===== src/verilog/fsr_defines.svh =====
// Opcodes, timing and widths for the suspend/resume and write-latch control.
// Assumes one compilation unit; the guard keeps repeated inclusion harmless.
`ifndef FSR_DEFINES_SVH
`define FSR_DEFINES_SVH

`define FSR_OP_WREN 8'h06
`define FSR_OP_WRDI 8'h04
`define FSR_OP_SUSPEND 8'hB0
`define FSR_OP_RESUME 8'hD0
`define FSR_OP_CHIP_ERASE_A 8'h60
`define FSR_OP_CHIP_ERASE_B 8'hC7
`define FSR_OP_PROTECT 8'h36
`define FSR_OP_UNPROTECT 8'h39
`define FSR_OP_READ_ARRAY 8'h11
`define FSR_OP_PROGRAM 8'h12
`define FSR_OP_BLOCK_ERASE 8'h13
`define FSR_OP_READ_PROT 8'h14
`define FSR_OP_LOCKDOWN 8'h15
`define FSR_OP_FREEZE 8'h16
`define FSR_OP_READ_LOCK 8'h17
`define FSR_OP_PROG_OTP 8'h18
`define FSR_OP_READ_OTP 8'h19
`define FSR_OP_READ_STATUS 8'h1A
`define FSR_OP_WRITE_STATUS 8'h1B
`define FSR_OP_RESET 8'h1C
`define FSR_OP_READ_ID 8'h1D
`define FSR_OP_DEEP_PD 8'h1E
`define FSR_OP_RESUME_PD 8'h1F

`define FSR_BIT_LAST 3'h7
`define FSR_BIT_ZERO 3'h0
`define FSR_CLK_MHZ 250
`define FSR_RESUME_LAT_NS 40000
`define FSR_RCNT_W 16
`define FSR_RCNT_ZERO 16'h0000

`endif


===== src/verilog/fsr_pkg.sv =====
// State types for the suspend/resume and write-latch control.
// Assumes the defines header sits beside it on the include path.
`include "fsr_defines.svh"
package fsr_pkg;
    typedef struct packed {
        logic cs_m;
        logic cs_s;
        logic cs_p;
        logic sck_m;
        logic sck_s;
        logic sck_p;
        logic mosi_m;
        logic mosi_s;
        logic [7:0] shift;
        logic [2:0] bitcnt;
        logic got_op;
        logic [7:0] opcode;
        logic frame_end;
        logic op_ok;
    } fsr_rx_t;

    typedef struct packed {
        logic wlatch;
        logic pheld;
        logic eheld;
        logic resuming;
        logic [`FSR_RCNT_W-1:0] rcnt;
        logic busy;
        logic suspend;
        logic resume_prog;
        logic resume_erase;
        logic exec;
        logic [7:0] exec_op;
        logic reject;
    } fsr_ctrl_t;
endpackage


===== src/verilog/fsr_ctrl.sv =====
// Suspend/resume and write-enable latch control for a serial flash.
// Assumes the program/erase engine sits outside on clk_sys and reports busy.
`include "fsr_defines.svh"

module fsr_ctrl
    import fsr_pkg::*;
#(
    parameter int RESUME_LAT_CYC = `FSR_RESUME_LAT_NS * `FSR_CLK_MHZ / 1000
)
(
    input wire logic clk_sys,
    input wire logic rst_b,
    input wire logic ce,
    input wire logic cs_b_pin,
    input wire logic sck_pin,
    input wire logic mosi_pin,
    input wire logic engine_busy,
    input wire logic engine_erase,
    input wire logic latch_clear,
    output logic write_latch_flag,
    output logic program_held_flag,
    output logic erase_held_flag,
    output logic busy,
    output logic resuming,
    output logic suspend_req,
    output logic resume_prog,
    output logic resume_erase,
    output logic exec_valid,
    output logic [7:0] exec_opcode,
    output logic cmd_reject
);
    localparam logic [`FSR_RCNT_W-1:0] LAT_LAST = `FSR_RCNT_W'(RESUME_LAT_CYC - 1);

    fsr_ctrl_t s_q;
    fsr_ctrl_t s_d;
    logic frame_end;
    logic op_ok;
    logic [7:0] opcode;
    logic allowed;
    logic needs_latch;
    logic take;

    fsr_spi_rx u_rx
    (
        .clk_sys(clk_sys),
        .rst_b(rst_b),
        .ce(ce),
        .cs_b_pin(cs_b_pin),
        .sck_pin(sck_pin),
        .mosi_pin(mosi_pin),
        .frame_end(frame_end),
        .op_ok(op_ok),
        .opcode(opcode)
    );

    fsr_cmd_gate u_gate
    (
        .opcode(opcode),
        .prog_held(s_q.pheld),
        .erase_held(s_q.eheld),
        .allowed(allowed),
        .needs_latch(needs_latch)
    );

    // Commands act only when the frame closes on a byte boundary
    assign take = frame_end && op_ok;

    always_comb
    begin
        s_d = s_q;
        s_d.suspend = 1'b0;
        s_d.resume_prog = 1'b0;
        s_d.resume_erase = 1'b0;
        s_d.exec = 1'b0;
        s_d.reject = 1'b0;
        if (s_q.resuming)
        begin
            if (s_q.rcnt == LAT_LAST)
            begin
                s_d.resuming = 1'b0;
            end
            else
            begin
                s_d.rcnt = s_q.rcnt + `FSR_RCNT_W'(1);
            end
        end
        // Engine clear first, so a write enable in the same cycle wins
        if (latch_clear)
        begin
            s_d.wlatch = 1'b0;
        end
        if (take)
        begin
            if (!allowed)
            begin
                s_d.reject = 1'b1;
            end
            else
            begin
                case (opcode)
                    `FSR_OP_WREN:
                        s_d.wlatch = 1'b1;
                    `FSR_OP_WRDI:
                        s_d.wlatch = 1'b0;
                    `FSR_OP_SUSPEND:
                    begin
                        // A suspend during the resume window would lose the engine state
                        if (engine_busy && !s_q.resuming)
                        begin
                            s_d.suspend = 1'b1;
                            if (engine_erase)
                            begin
                                s_d.eheld = 1'b1;
                            end
                            else
                            begin
                                s_d.pheld = 1'b1;
                            end
                        end
                    end
                    `FSR_OP_RESUME:
                    begin
                        // No latch check here: resume must work with the latch clear
                        if (s_q.pheld)
                        begin
                            s_d.resume_prog = 1'b1;
                            s_d.pheld = 1'b0;
                            s_d.resuming = 1'b1;
                            s_d.rcnt = `FSR_RCNT_ZERO;
                        end
                        else if (s_q.eheld)
                        begin
                            s_d.resume_erase = 1'b1;
                            s_d.eheld = 1'b0;
                            s_d.resuming = 1'b1;
                            s_d.rcnt = `FSR_RCNT_ZERO;
                        end
                    end
                    `FSR_OP_RESET:
                    begin
                        // Reset abandons any suspended operation
                        s_d.pheld = 1'b0;
                        s_d.eheld = 1'b0;
                        s_d.exec = 1'b1;
                        s_d.exec_op = opcode;
                    end
                    default:
                    begin
                        if (needs_latch && !s_q.wlatch)
                        begin
                            s_d.reject = 1'b1;
                        end
                        else
                        begin
                            s_d.exec = 1'b1;
                            s_d.exec_op = opcode;
                        end
                    end
                endcase
            end
        end
        s_d.busy = engine_busy || s_d.resuming;
    end

    always_ff @(posedge clk_sys or negedge rst_b)
    begin
        if (!rst_b)
        begin
            s_q <= '0;
        end
        else if (ce)
        begin
            s_q <= s_d;
        end
    end

    assign write_latch_flag = s_q.wlatch;
    assign program_held_flag = s_q.pheld;
    assign erase_held_flag = s_q.eheld;
    assign busy = s_q.busy;
    assign resuming = s_q.resuming;
    assign suspend_req = s_q.suspend;
    assign resume_prog = s_q.resume_prog;
    assign resume_erase = s_q.resume_erase;
    assign exec_valid = s_q.exec;
    assign exec_opcode = s_q.exec_op;
    assign cmd_reject = s_q.reject;
endmodule


===== src/verilog/fsr_spi_rx.sv =====
// Serial command receiver: synchronises the pins and captures the opcode byte.
// Assumes SPI mode 0 or 3 and a serial clock well below clk_sys / 4.
`include "fsr_defines.svh"
module fsr_spi_rx
    import fsr_pkg::*;
(
    input wire logic clk_sys,
    input wire logic rst_b,
    input wire logic ce,
    input wire logic cs_b_pin,
    input wire logic sck_pin,
    input wire logic mosi_pin,
    output logic frame_end,
    output logic op_ok,
    output logic [7:0] opcode
);
    fsr_rx_t s_q;
    fsr_rx_t s_d;

    always_comb
    begin
        s_d = s_q;
        s_d.frame_end = 1'b0;
        s_d.cs_m = cs_b_pin;
        s_d.cs_s = s_q.cs_m;
        s_d.cs_p = s_q.cs_s;
        s_d.sck_m = sck_pin;
        s_d.sck_s = s_q.sck_m;
        s_d.sck_p = s_q.sck_s;
        s_d.mosi_m = mosi_pin;
        s_d.mosi_s = s_q.mosi_m;
        if (!s_q.cs_s && s_q.cs_p)
        begin
            s_d.bitcnt = `FSR_BIT_ZERO;
            s_d.got_op = 1'b0;
        end
        else if (!s_q.cs_s && s_q.sck_s && !s_q.sck_p)
        begin
            // Mosi runs through the same two stages, so it lines up with the edge
            s_d.shift = {s_q.shift[6:0], s_q.mosi_s};
            s_d.bitcnt = s_q.bitcnt + 3'h1;
            if (s_q.bitcnt == `FSR_BIT_LAST && !s_q.got_op)
            begin
                s_d.opcode = {s_q.shift[6:0], s_q.mosi_s};
                s_d.got_op = 1'b1;
            end
        end
        if (s_q.cs_s && !s_q.cs_p)
        begin
            s_d.frame_end = 1'b1;
            s_d.op_ok = s_q.got_op && (s_q.bitcnt == `FSR_BIT_ZERO);
        end
    end

    always_ff @(posedge clk_sys or negedge rst_b)
    begin
        if (!rst_b)
        begin
            s_q <= '{cs_m: 1'b1, cs_s: 1'b1, cs_p: 1'b1, default: '0};
        end
        else if (ce)
        begin
            s_q <= s_d;
        end
    end

    assign frame_end = s_q.frame_end;
    assign op_ok = s_q.op_ok;
    assign opcode = s_q.opcode;
endmodule


===== src/verilog/fsr_cmd_gate.sv =====
// Combinational opcode classifier: suspension filter and write-latch need.
// Assumes the held flags come from registers on the same clock.
`include "fsr_defines.svh"
module fsr_cmd_gate
    import fsr_pkg::*;
(
    input wire logic [7:0] opcode,
    input wire logic prog_held,
    input wire logic erase_held,
    output logic allowed,
    output logic needs_latch
);
    always_comb
    begin
        allowed = 1'b0;
        needs_latch = 1'b0;
        unique case (opcode)
            `FSR_OP_READ_ARRAY, `FSR_OP_READ_PROT, `FSR_OP_READ_LOCK, `FSR_OP_READ_OTP,
            `FSR_OP_READ_STATUS, `FSR_OP_READ_ID, `FSR_OP_RESUME, `FSR_OP_RESET:
                allowed = 1'b1;
            `FSR_OP_PROGRAM:
            begin
                allowed = !prog_held;
                needs_latch = 1'b1;
            end
            `FSR_OP_SUSPEND, `FSR_OP_WREN, `FSR_OP_WRDI:
                allowed = !prog_held;
            `FSR_OP_BLOCK_ERASE, `FSR_OP_CHIP_ERASE_A, `FSR_OP_CHIP_ERASE_B, `FSR_OP_PROTECT,
            `FSR_OP_UNPROTECT, `FSR_OP_LOCKDOWN, `FSR_OP_FREEZE, `FSR_OP_PROG_OTP,
            `FSR_OP_WRITE_STATUS:
                needs_latch = 1'b1;
            default:
                allowed = 1'b0;
        endcase
        // Outside any suspension every opcode passes; unknown ones go downstream
        if (!prog_held && !erase_held)
        begin
            allowed = 1'b1;
        end
    end
endmodule


===== config.mk =====
export PLATFORM = sky130hd
export DESIGN_NAME = fsr_ctrl
export DESIGN_NICKNAME = d
export VERILOG_FILES = /design/src/verilog/fsr_pkg.sv /design/src/verilog/fsr_ctrl.sv /design/src/verilog/fsr_spi_rx.sv /design/src/verilog/fsr_cmd_gate.sv
export VERILOG_INCLUDE_DIRS = /design/src /design/src/verilog
export SDC_FILE = /design/constraint.sdc
export NUM_CORES = 1
export LEC_CHECK = 0
export BUFFER_PORTS_ARGS = -buffer_cell sky130_fd_sc_hd__buf_2
export CORE_MARGIN = 5
export CORE_UTILIZATION = 50
export CTS_CLUSTER_DIAMETER = 60
export DETAILED_ROUTE_END_ITERATION = 16
export GPL_TIMING_DRIVEN = 0
export PLACE_DENSITY = 0.8
export SYNTH_ARGS = -nofsm -noshare
export SYNTH_HDL_FRONTEND = slang
export SYNTH_HIERARCHICAL = 1
export SYNTH_SLANG_ARGS = --single-unit

===== constraint.sdc =====
create_clock -name clk_sys -period 3.5 [get_ports clk_sys]
set_input_delay 0.175 -clock clk_sys [delete_from_list [all_inputs] [get_ports clk_sys]]
set_output_delay 0.175 -clock clk_sys [all_outputs]
set_load 0.01 [all_outputs]

==> flow_metrics.env, run 1 <==
export IMPL_pwr_share_seq=0.527
export IMPL_synth_simple_area_share=0.223
export IMPL_io_pins=27
export IMPL_dp_cells=478
export IMPL_coreArea_um2=7140
export IMPL_yosys_cell_count_top_type="dfrtp_1"
export IMPL_status="completed"
export IMPL_clock_latency_ns=0.35
export IMPL_die_area_um2=9020
export IMPL_grt_pass1_vias=2658
export IMPL_synth_edf_count=0
export IMPL_worstSetupPathType="flop to flop"
export IMPL_placed_cell_area_um2=3860
export IMPL_rrSetupSlack_ns=0.47
export IMPL_fin_nets=404
export IMPL_max_slew_margin=0.481
export IMPL_ctsHoldBuffers=0
export IMPL_antenna_found_initial=0
export IMPL_cts_tree="built"
export IMPL_period_minus_slack_ns=3.03
export IMPL_track_usage=0.180
export IMPL_r2r_start="u_rx/opcode[6]"
export IMPL_muxShareOfSynthArea=0.104
export IMPL_setup_tns_ns=0
export IMPL_synth_top_area_frac=0.416
export IMPL_synth_cell_types=68
export IMPL_wire_per_inst_um=15.1
export IMPL_synthTopCellsByArea="dfrtp_1 42%, mux2_2 5.3%, buf_4 3.3%, mux2_4 2.9%, nand2_1 2.9%"
export IMPL_path_clk_slew_ns=0.07
export IMPL_grt_pass1_wl_um=12700
export IMPL_hp_start="mosi_pin"
export IMPL_synth_compound_area_share=0.145
export IMPL_hold_end="u_rx/s_d[22]"
export IMPL_netSwitchingFraction=0.278
export IMPL_overflow=0
export IMPL_worstPathArrival_ns=3.27
export IMPL_synth_top_area_cell="dfrtp_1"
export IMPL_maxSlewViolCount=0
export IMPL_tightest_slew_ns=0.778
export IMPL_synthTopCellsByCount="60 x dfrtp_1, 28 x nand2_1, 17 x mux2_2, 16 x buf_4, 16 x inv_1"
export IMPL_port_buffers=26
export IMPL_gp_congestion=0.914
export IMPL_power_switching_mw=0.466
export IMPL_synthAdderAreaFrac=0.0139
export IMPL_post_cts_resized=0
export IMPL_drtAntennaViolNets=0
export IMPL_row_count=31
export IMPL_dpl_worst_slack_ns=0.494
export IMPL_route_detailed_drc=0
export IMPL_hold_slack_ns=0.0606
export IMPL_min_path_cells=2
export IMPL_clock_sinks=63
export IMPL_ir_worst_vdd_v=0.000264
export IMPL_finalCritPeriodShare=0.867
export IMPL_fin_area_um2=4050
export IMPL_synth_xor_area_share=0.00485
export IMPL_rsz0062_at_grt="false"
export IMPL_cts_made_buffers=9
export IMPL_ys_warnings_count=6
export IMPL_initial_utilization=0.506
export IMPL_grt_max_degree=64
export IMPL_drive_gt1_frac=0.273
export IMPL_intPower_mw=1.21
export IMPL_syn_nets=366
export IMPL_post_cts_buffers=0
export IMPL_fin_cells=495
export IMPL_async_flop_share=1.00
export IMPL_drt_iter0_drc=206
export IMPL_syn_area_per_cell_um2=10.2
export IMPL_synth_ff_type="dfrtp_1"
export IMPL_netlist_area_um2=3610
export IMPL_syn_inst=353
export IMPL_wl_um=7470
export IMPL_r2r_end="s_q[14]"
export IMPL_worstSetupStartpointType="flop"
export IMPL_power_leakage_nw=1.78
export IMPL_via_count=2843
export IMPL_finClkSkew_ns=0.00693
export IMPL_fillers=631
export IMPL_finalHoldViolCount=0
export IMPL_fmax_mhz=330
export IMPL_worst_path_max_fanout=7
export IMPL_die_h_um=95.0
export IMPL_required_ns=3.73
export IMPL_antenna_cells=0
export IMPL_hold_path_class="input pin to flop"
export IMPL_r2r_cells=10
export IMPL_p_clk_frac=0.341
export IMPL_ys_seq_elements=63
export IMPL_cp_end_kind="flop"
export IMPL_first_pass_iters=5
export IMPL_viasPerCell=5.74
export IMPL_synth_top_family_by_area="simple AND/OR/NAND/NOR gates"
export IMPL_comb_power_share=0.132
export IMPL_power_density_nw_per_um2=414
export IMPL_root_buffer="clkbuf_8"
export IMPL_h_tree_depth=3
export IMPL_setup_violations=0
export IMPL_yosysSeqAreaShare=0.438
export IMPL_clk_path_buf_depth=2
export IMPL_hpwl_um=5220
export IMPL_setup_slack_ns=0.465
export IMPL_die_w_um=95.0
export IMPL_syn2layout_area_growth_pct=12.2
export IMPL_timing_max_cap_violations=0
==> kinds of logic after synthesis <==
logic type / count (synthesis)
compound gates: 71
xor+xnor: 2
fa+ha+maj: 4
buf+inv: 48
flops: 63
mux: 32
simple gates: 133
==> how the worst max path moves through the flow <==
stage	slack (ns)	end	start	depth (start not counted)
3_3_place_gp	0.65	exec_opcode[7]	u_rx/opcode[0]	11
5_1_grt	0.23	s_q[14]	u_rx/opcode[0]	11
4_1_cts	0.49	s_q[14]	u_rx/opcode[0]	11
3_5_place_dp	0.49	s_q[14]	u_rx/opcode[0]	11
6_report	0.47	s_q[14]	u_rx/opcode[6]	10
2_1_floorplan	0.93	s_q[17]	u_rx/opcode[0]	11
==> worst max-delay path, stage by stage (launching register included) <==
cell	delay (ns)
dfrtp_1	0.38
buf_4	0.15
and2b_4	0.26
nand2_1	0.11
o41ai_1	0.40
o21bai_1	0.15
o211ai_1	0.20
nand3b_1	0.17
nor4_2	0.56
o21ai_0	0.24
mux2_2	0.30
==> cell type report <==
type                    instances  area, um2  area share
plain buffers                  31        190      0.0470
clock buffers                  12        155      0.0383
multi-input cells             242       1770       0.438
inverters                      17       63.8      0.0158
clock inverters                 4       20.0     0.00494
well taps                      99        124      0.0306
flip-flops and latches         63       1580       0.390
repair buffers                 27        143      0.0352
==> flip-flops by register name, indices dropped and copies added, names as in the netlist, 5 cells and up <==
| signal | count |
|---|---|
| u_rx/s_q | 14 |
| exec_opcode | 8 |
| u_rx/opcode | 8 |
| u_rx/s_d | 5 |
| s_q | 16 |
==> power by group through the flow <==
stage	clock, mW	sequential [mW]	combinational [mW]
detailed placement	0	0.895	0.221
global route	0.621	0.894	0.246
floorplan	0	0.872	0.165
global placement	0	0.890	0.207
CTS	0.583	0.881	0.222
finish	0.572	0.883	0.220
==> placed cells by master, fill, tap and decap left out, drive strengths merged, types with 5 or more instances in the layout <==
| master | n |
|---|---|
| dfrtp | 60 |
| buf | 47 |
| nand2 | 28 |
| mux2 | 24 |
| clkbuf | 22 |
| inv | 17 |
| nand3 | 15 |
| nor2 | 14 |
| o21ai | 14 |
| nand4 | 12 |
| a21oi | 10 |
| nor3 | 10 |
| mux2i | 8 |
| or3 | 7 |
| nor4 | 6 |
| nor2b | 6 |
| o211ai | 5 |
| o2bb2ai | 5 |
| or4 | 5 |
| and3 | 5 |
==> through the flow <==
step,util,total power [mW]
after floorplan,-,1.04
after global placement,0.541,1.10
after detailed placement,0.541,1.12
after CTS,0.566,1.69
after global routing,0.567,1.76
final,0.567,1.68
==> layer usage <==
layer,track usage,share of wire,wire [um],vias to the layer above
met2,0.274,0.46,3450,89
met3,0.0430,0.058,435,12
met5,0,0,0,-
met4,0.0793,0.020,148,0
li1,-,-,-,1383
met1,0.245,0.46,3430,1359
No activity file was read; power rests on OpenSTA's default activity.
==> inputs of run 2 (changes only) <==
--- a/config.mk
+++ b/config.mk
@@ -6,14 +6,14 @@
 export SDC_FILE = /design/constraint.sdc
 export NUM_CORES = 1
 export LEC_CHECK = 0
+export ABC_AREA = 0
 export BUFFER_PORTS_ARGS = -buffer_cell sky130_fd_sc_hd__buf_2
 export CORE_MARGIN = 5
 export CORE_UTILIZATION = 50
 export CTS_CLUSTER_DIAMETER = 60
 export DETAILED_ROUTE_END_ITERATION = 16
 export GPL_TIMING_DRIVEN = 0
-export PLACE_DENSITY = 0.8
+export PLACE_DENSITY = 0.81
 export SYNTH_ARGS = -nofsm -noshare
 export SYNTH_HDL_FRONTEND = slang
-export SYNTH_HIERARCHICAL = 1
 export SYNTH_SLANG_ARGS = --single-unit
==> run 2 against run 1 <==
Net effect:
- non-clock buffer count fell by 10
- power fell by 12%
- hold slack improved by 0.012 ns
==> flow_metrics.env, run 2 <==
export IMPL_status="completed"
export IMPL_power_leakage_nw=1.73
export IMPL_power_density_nw_per_um2=421
export IMPL_die_w_um=88.9
export IMPL_p_clk_frac=0.376
export IMPL_grt_pass1_vias=2209
export IMPL_clock_sinks=63
export IMPL_synthTopCellsByArea="dfrtp_1 48%, mux2_2 8.0%, nor2_1 3.9%, xor2_1 3.4%, dfstp_2 2.5%"
export IMPL_fin_nets=337
export IMPL_hold_slack_ns=0.0728
export IMPL_yosys_cell_count_top_type="dfrtp_1"
export IMPL_clock_latency_ns=0.34
export IMPL_initial_utilization=0.519
export IMPL_mostFrequentLayoutCells="60 x dfrtp_1, 32 x nor2_1, 27 x buf_2, 22 x mux2_2, 17 x nand2_1"
export IMPL_setup_tns_ns=0
export IMPL_synth_ff_type="dfrtp_1"
export IMPL_netSwitchingFraction=0.252
export IMPL_syn_nets=300
export IMPL_io_pins=27
export IMPL_drt_iter0_drc=164
export IMPL_async_flop_share=1.00
export IMPL_antenna_cells=0
export IMPL_intPower_mw=1.11
export IMPL_period_minus_slack_ns=2.57
export IMPL_overflow=0
export IMPL_syn_inst=287
export IMPL_setup_slack_ns=0.929
export IMPL_netlist_area_um2=3110
export IMPL_synth_top_area_frac=0.483
export IMPL_ir_worst_vdd_v=0.000234
export IMPL_path_buf_inv=1
export IMPL_finClkSkew_ns=0.00943
export IMPL_synth_edf_count=0
export IMPL_first_pass_iters=4
export IMPL_gp_congestion=0.848
export IMPL_post_cts_resized=0
export IMPL_synth_top_area_cell="dfrtp_1"
export IMPL_rrSetupSlack_ns=0.93
export IMPL_rsz0062_at_grt="false"
export IMPL_die_area_um2=7900
export IMPL_root_buffer="clkbuf_8"
export IMPL_power_switching_mw=0.372
export IMPL_drtAntennaViolNets=0
export IMPL_path_cells="or4b_4 > or3b_4 > and3_4 > or3_1 > buf_6 > mux2_4"
export IMPL_comb_power_share=0.073
export IMPL_track_usage=0.168
export IMPL_antenna_found_initial=0
export IMPL_hold_path_class="input pin to flop"
export IMPL_yosysSeqAreaShare=0.508
export IMPL_fin_cells=404
export IMPL_grt_max_degree=64
export IMPL_cts_made_buffers=9
export IMPL_die_h_um=88.9
export IMPL_cp_end_kind="flop"
export IMPL_finalCritPeriodShare=0.735
export IMPL_cts_tree="built"
export IMPL_via_count=2212
export IMPL_row_count=28
export IMPL_max_slew_margin=0.484
export IMPL_worstSetupStartpointType="flop"
export IMPL_route_detailed_drc=0
export IMPL_clk_path_buf_depth=2
export IMPL_setup_violations=0
export IMPL_syn2layout_area_growth_pct=13.1
export IMPL_worst_path_max_fanout=9
export IMPL_drive_gt1_frac=0.277
export IMPL_largest_register="s_q"
export IMPL_worstSetupPathType="flop to flop"
export IMPL_wl_um=5840
export IMPL_finalHoldViolCount=0
export IMPL_worstPathArrival_ns=2.79
export IMPL_required_ns=3.72
export IMPL_crit_slowest_cell="or4b_4"
export IMPL_maxSlewViolCount=0
export IMPL_fmax_mhz=389
export IMPL_port_buffers=25
export IMPL_synth_cell_types=52
export IMPL_pwr_share_seq=0.551
export IMPL_synthTopCellsByCount="60 x dfrtp_1, 32 x nor2_1, 22 x mux2_2, 17 x nand2_1"
export IMPL_final_common_cell="dfrtp_1"
export IMPL_grt_pass1_wl_um=10200
export IMPL_h_tree_depth=3
export IMPL_crit_family="simple AND/OR/NAND/NOR gates"
export IMPL_timing_max_cap_violations=0
export IMPL_dpl_worst_slack_ns=0.943
export IMPL_ys_warnings_count=0
export IMPL_largest_register_ffs=16
export IMPL_wire_per_inst_um=14.5
export IMPL_path_clk_slew_ns=0.07
export IMPL_largestRegisters="s_q (16), u_rx.s_q (14)"
export IMPL_viasPerCell=5.48
export IMPL_tightest_slew_ns=0.774
export IMPL_final_core_util=0.587
export IMPL_dp_cells=387
export IMPL_ys_seq_elements=63
export IMPL_coreArea_um2=5990
export IMPL_hpwl_um=4150
export IMPL_slowest_delay_ns=0.59
export IMPL_fillers=531
export IMPL_syn_area_per_cell_um2=10.8
run 2: power groups by stage:
stage	Clock [mW]	Sequential (mW)	Combinational (mW)
final	0.557	0.816	0.108
after global routing	0.597	0.823	0.123
after floorplan	0	0.818	0.0737
after detailed placement	0	0.830	0.109
after global placement	0	0.825	0.103
after CTS	0.565	0.816	0.110
run 2: area by class of cell:
class	instances	area, um2	area share
inverter	12	45.0	0.0128
sequential	63	1580	0.449
timing repair buffer	26	138	0.0391
clock inverter	5	33.8	0.00961
buffer	22	128	0.0363
multi-input combinational	190	1360	0.386
tap	75	93.8	0.0267
clock buffer	11	141	0.0402
run 2: repair_timing:
item                                   CTS  global route
endpoints found under the hold margin    0            51
buffers inserted                         0             0
hold buffers                             0             1
run 2: metal layers:
layer  vias up  part of all wire  global-route usage
li1       1075                 -                   -
met1      1080              0.47               0.215
met2        47              0.47               0.269
met3        10             0.043              0.0382
met4         0             0.020              0.0783
met5         -                 0                   0
run 2: metrics by stage:
stage               power (mW)  area (um2)
floorplan                0.891        3110
global placement         0.928        3330
detailed placement       0.939        3330
CTS                       1.49        3500
global route              1.54        3520
finish                    1.48        3520
run 2: worst register-to-register path: stages, from the launching register on:
cell and delay [ns]:
dfrtp_1 0.47, or4b_4 0.59, or3b_4 0.44, and3_4 0.16, or3_1 0.35, buf_6 0.16
mux2_4 0.29
run 2: worst paths after layout:
check                                     from        endpoint  cells after the start
min in group asynchronous                rst_b    u_rx.s_q[19]                      2
worst max register to register  u_rx.opcode[7]  exec_opcode[2]                      6
worst min-delay path                   sck_pin    u_rx.s_d[25]                      2
worst min register to register     suspend_req     suspend_req                      1
max in group asynchronous                rst_b         s_q[16]                      2
worst max-delay path            u_rx.opcode[7]  exec_opcode[2]                      6
run 2: logic make-up (layout without fill, tap and decap cells):
logic type,count (synthesis),count (layout),share of synthesized area
buf+inv,34,76,0.0555
xor+xnor,14,14,0.0394
flops,63,63,0.508
mux,27,27,0.102
compound gates,44,44,0.103
simple gates,101,101,0.175
fa+ha+maj,4,4,0.0161
==> inputs of run 3 (changes only) <==
--- a/config.mk
+++ b/config.mk
@@ -6,14 +6,14 @@
 export SDC_FILE = /design/constraint.sdc
 export NUM_CORES = 1
 export LEC_CHECK = 0
-export ABC_AREA = 0
+export ABC_AREA = 1
 export BUFFER_PORTS_ARGS = -buffer_cell sky130_fd_sc_hd__buf_2
 export CORE_MARGIN = 5
 export CORE_UTILIZATION = 50
 export CTS_CLUSTER_DIAMETER = 60
 export DETAILED_ROUTE_END_ITERATION = 16
 export GPL_TIMING_DRIVEN = 0
-export PLACE_DENSITY = 0.81
+export PLACE_DENSITY = 0.83
 export SYNTH_ARGS = -nofsm -noshare
 export SYNTH_HDL_FRONTEND = slang
 export SYNTH_SLANG_ARGS = --single-unit
==> constraint.sdc (replaced) <==
create_clock -name clk_sys -period 2.3 [get_ports clk_sys]
set_input_delay 0.115 -clock clk_sys [delete_from_list [all_inputs] [get_ports clk_sys]]
set_output_delay 0.115 -clock clk_sys [all_outputs]
set_load 0.01 [all_outputs]
==> run 3 against run 2 <==
Net effect:
- register-to-register slack got worse by 0.58 ns
- non-clock buffer count decreased by 3
- via count increased by 30%
- global-route usage increased by 1.1 points
- sequential power increased by 67%
- sequential share of layout area decreased by 3.1 points
- clock skew increased by 0.00084 ns
- final cell count increased by 37%
- die area increased by 5.8%
- first-iteration DRC count increased by 21%
- critical path type unchanged
- largest power group unchanged
==> flow_metrics.env, run 3 <==
export IMPL_wl_um=6740
export IMPL_power_density_nw_per_um2=724
export IMPL_h_tree_depth=3
export IMPL_die_h_um=91.4
export IMPL_max_slew_margin=0.486
export IMPL_synth_top_area_frac=0.453
export IMPL_synth_edf_count=0
export IMPL_initial_utilization=0.519
export IMPL_first_pass_iters=6
export IMPL_tightest_slew_ns=0.772
export IMPL_clock_latency_ns=0.35
export IMPL_crit_top_cell="nand2_1"
export IMPL_ir_worst_vdd_v=0.000425
export IMPL_fmax_mhz=514
export IMPL_root_buffer="clkbuf_8"
export IMPL_cts_tree="built"
export IMPL_track_usage=0.179
export IMPL_coreArea_um2=6390
export IMPL_hpwl_um=4980
export IMPL_worstPathArrival_ns=2.23
export IMPL_gp_congestion=0.904
export IMPL_largest_register_ffs=16
export IMPL_finalCritPeriodShare=0.846
export IMPL_netlist_area_um2=3310
export IMPL_die_w_um=91.4
export IMPL_ys_warnings_count=0
export IMPL_syn_inst=432
export IMPL_crit_slowest_cell="dfrtp_1"
export IMPL_route_detailed_drc=0
export IMPL_slowest_delay_ns=0.41
export IMPL_grt_pass1_vias=2762
export IMPL_die_area_um2=8360
export IMPL_worstSetupPathType="flop to flop"
export IMPL_via_count=2875
export IMPL_cp_end_kind="flop"
export IMPL_finClkSkew_ns=0.0103
export IMPL_power_leakage_nw=1.93
export IMPL_clock_sinks=63
export IMPL_setup_tns_ns=0
export IMPL_port_buffers=25
export IMPL_synth_ff_type="dfrtp_1"
export IMPL_setup_violations=0
export IMPL_io_pins=27
export IMPL_drt_iter0_drc=199
export IMPL_drtAntennaViolNets=0
export IMPL_worstSetupStartpointType="flop"
export IMPL_status="completed"
export IMPL_synth_top_area_cell="dfrtp_1"
export IMPL_finalHoldViolCount=0
export IMPL_rsz0062_at_grt="false"
export IMPL_grt_pass1_wl_um=12200
export IMPL_syn2layout_area_growth_pct=13.9
export IMPL_largest_register="s_q"
export IMPL_fin_cells=553
export IMPL_antenna_cells=0
export IMPL_clk_path_buf_depth=2
export IMPL_yosys_cell_count_top_type="nand2_1"
export IMPL_viasPerCell=5.20
export IMPL_required_ns=2.58
export IMPL_drive_gt1_frac=0.164
export IMPL_timing_max_cap_violations=0
export IMPL_async_flop_share=1.00
export IMPL_overflow=0
export IMPL_ys_seq_elements=63
export IMPL_period_minus_slack_ns=1.95
export IMPL_final_common_cell="nand2_1"
export IMPL_cts_made_buffers=9
export IMPL_largestRegisters="s_q (16), u_rx.s_q (14)"
export IMPL_synth_cell_types=32
export IMPL_yosysSeqAreaShare=0.477
export IMPL_path_cells="ha_1 > nand2_1 > inv_1 > nand2_1 > nor2_1 > nand2_1 > nand3_1 > nor2_1 > inv_1 > or2_0 > a21oi_1"
export IMPL_dp_cells=534
export IMPL_worst_path_max_fanout=4
export IMPL_syn_area_per_cell_um2=7.67
export IMPL_wire_per_inst_um=12.2
export IMPL_syn_nets=445
export IMPL_synthTopCellsByArea="dfrtp_1 45%, nand2_1 13%, nor2_1 5.5%, o21ai_0 5.3%, inv_1 5.1%"
export IMPL_maxSlewViolCount=0
export IMPL_row_count=29
export IMPL_grt_max_degree=64
export IMPL_mostFrequentLayoutCells="119 x nand2_1, 60 x dfrtp_1, 49 x nor2_1, 45 x inv_1, 35 x o21ai_0"
export IMPL_synthTopCellsByCount="119 x nand2_1, 60 x dfrtp_1, 49 x nor2_1, 45 x inv_1, 35 x o21ai_0"
export IMPL_fillers=574
export IMPL_path_clk_slew_ns=0.07
export IMPL_fin_nets=485
export IMPL_antenna_found_initial=0
export IMPL_hold_path_class="input pin to flop"
==> run 3: cell types whose count changed after synthesis, sizes merged, moves of 7 or more <==
cell	change
a22o	-9
nand2	+108
o21ai	+35
nand3	+15
xor2	-8
mux2	-26
nor3	+7
inv	+41
nor2	+23
a21oi	+9
==> run 3: path summary, 6_finish.rpt <==
| path | start | endpoint | slack (ns) | cells after the start |
|---|---|---|---|---|
| setup / recovery | s_q[14] | s_q[23] | 0.35 | 11 |
| hold reg to reg | u_rx.s_d[28] | u_rx.s_d[27] | 0.46 | 2 |
| min in group asynchronous | rst_b | u_rx.s_q[15] | 0.39 | 2 |
| hold / removal | latch_clear | write_latch_flag | 0.12 | 6 |
| setup reg to reg | s_q[14] | s_q[23] | 0.35 | 11 |
| max in group asynchronous | rst_b | s_q[29] | 1.41 | 2 |
==> run 3: power by group <==
group	leakage (nW)	internal [mW]	switching (mW)	total, mW
logic	1.00	0.160	0.248	0.407
clock network	0.0985	0.552	0.415	0.967
registers	0.831	1.25	0.105	1.36
==> run 3: critical path, delay by kind of cell (launching register included) <==
kind | cells | cell delay [ns]
AND/OR/NAND/NOR | 7 | 0.97
flip-flops | 1 | 0.41
adder cells (fa/ha/maj) | 1 | 0.22
buffers and inverters | 2 | 0.13
AO/OA/AOI/OAI | 1 | 0.13
==> run 3: area by class of cell <==
class	count	area, um2	area share
Buffer	16	104	0.0275
Clock buffer	12	155	0.0411
Clock inverter	3	42.5	0.0113
Inverter	53	199	0.0527
Multi-Input combinational cell	300	1430	0.379
Sequential cell	63	1580	0.418
Tap cell	77	96.3	0.0255
Timing Repair Buffer	29	168	0.0444
==> run 3: layer usage <==
| layer | track usage | share of wire | up-vias |
|---|---|---|---|
| met5 | 0 | 0 | - |
| met4 | 0.0721 | 0.025 | 0 |
| met3 | 0.0521 | 0.053 | 16 |
| met2 | 0.283 | 0.46 | 72 |
| met1 | 0.229 | 0.46 | 1335 |
| li1 | - | - | 1452 |
==> run 3: cell families after synthesis <==
group                    synth area share
flip-flops                          0.477
AO/OA/AOI/OAI                      0.0948
buffers and inverters              0.0914
XOR/XNOR                           0.0159
AND/OR/NAND/NOR                     0.306
adder cells (fa/ha/maj)            0.0151
==> run 3: repair_timing <==
item,CTS,global route
gates resized for setup,0,0
endpoints found under the hold margin,3,60
setup buffers,0,0
hold buffers,3,1
==> run 3: stage by stage <==
stage | setup slack, ns | power (mW) | hold slack [ns] | utilization | cell area (um2)
floorplan | 0.641 | 1.65 | -0.181 | - | 3310
global placement | 0.454 | 1.75 | 0.318 | 0.554 | 3540
detailed placement | 0.393 | 1.78 | 0.320 | 0.554 | 3540
CTS | 0.374 | 2.76 | 0.112 | 0.589 | 3760
global route | 0.181 | 2.90 | 0.174 | 0.591 | 3780
finish | 0.354 | 2.73 | 0.124 | 0.591 | 3780
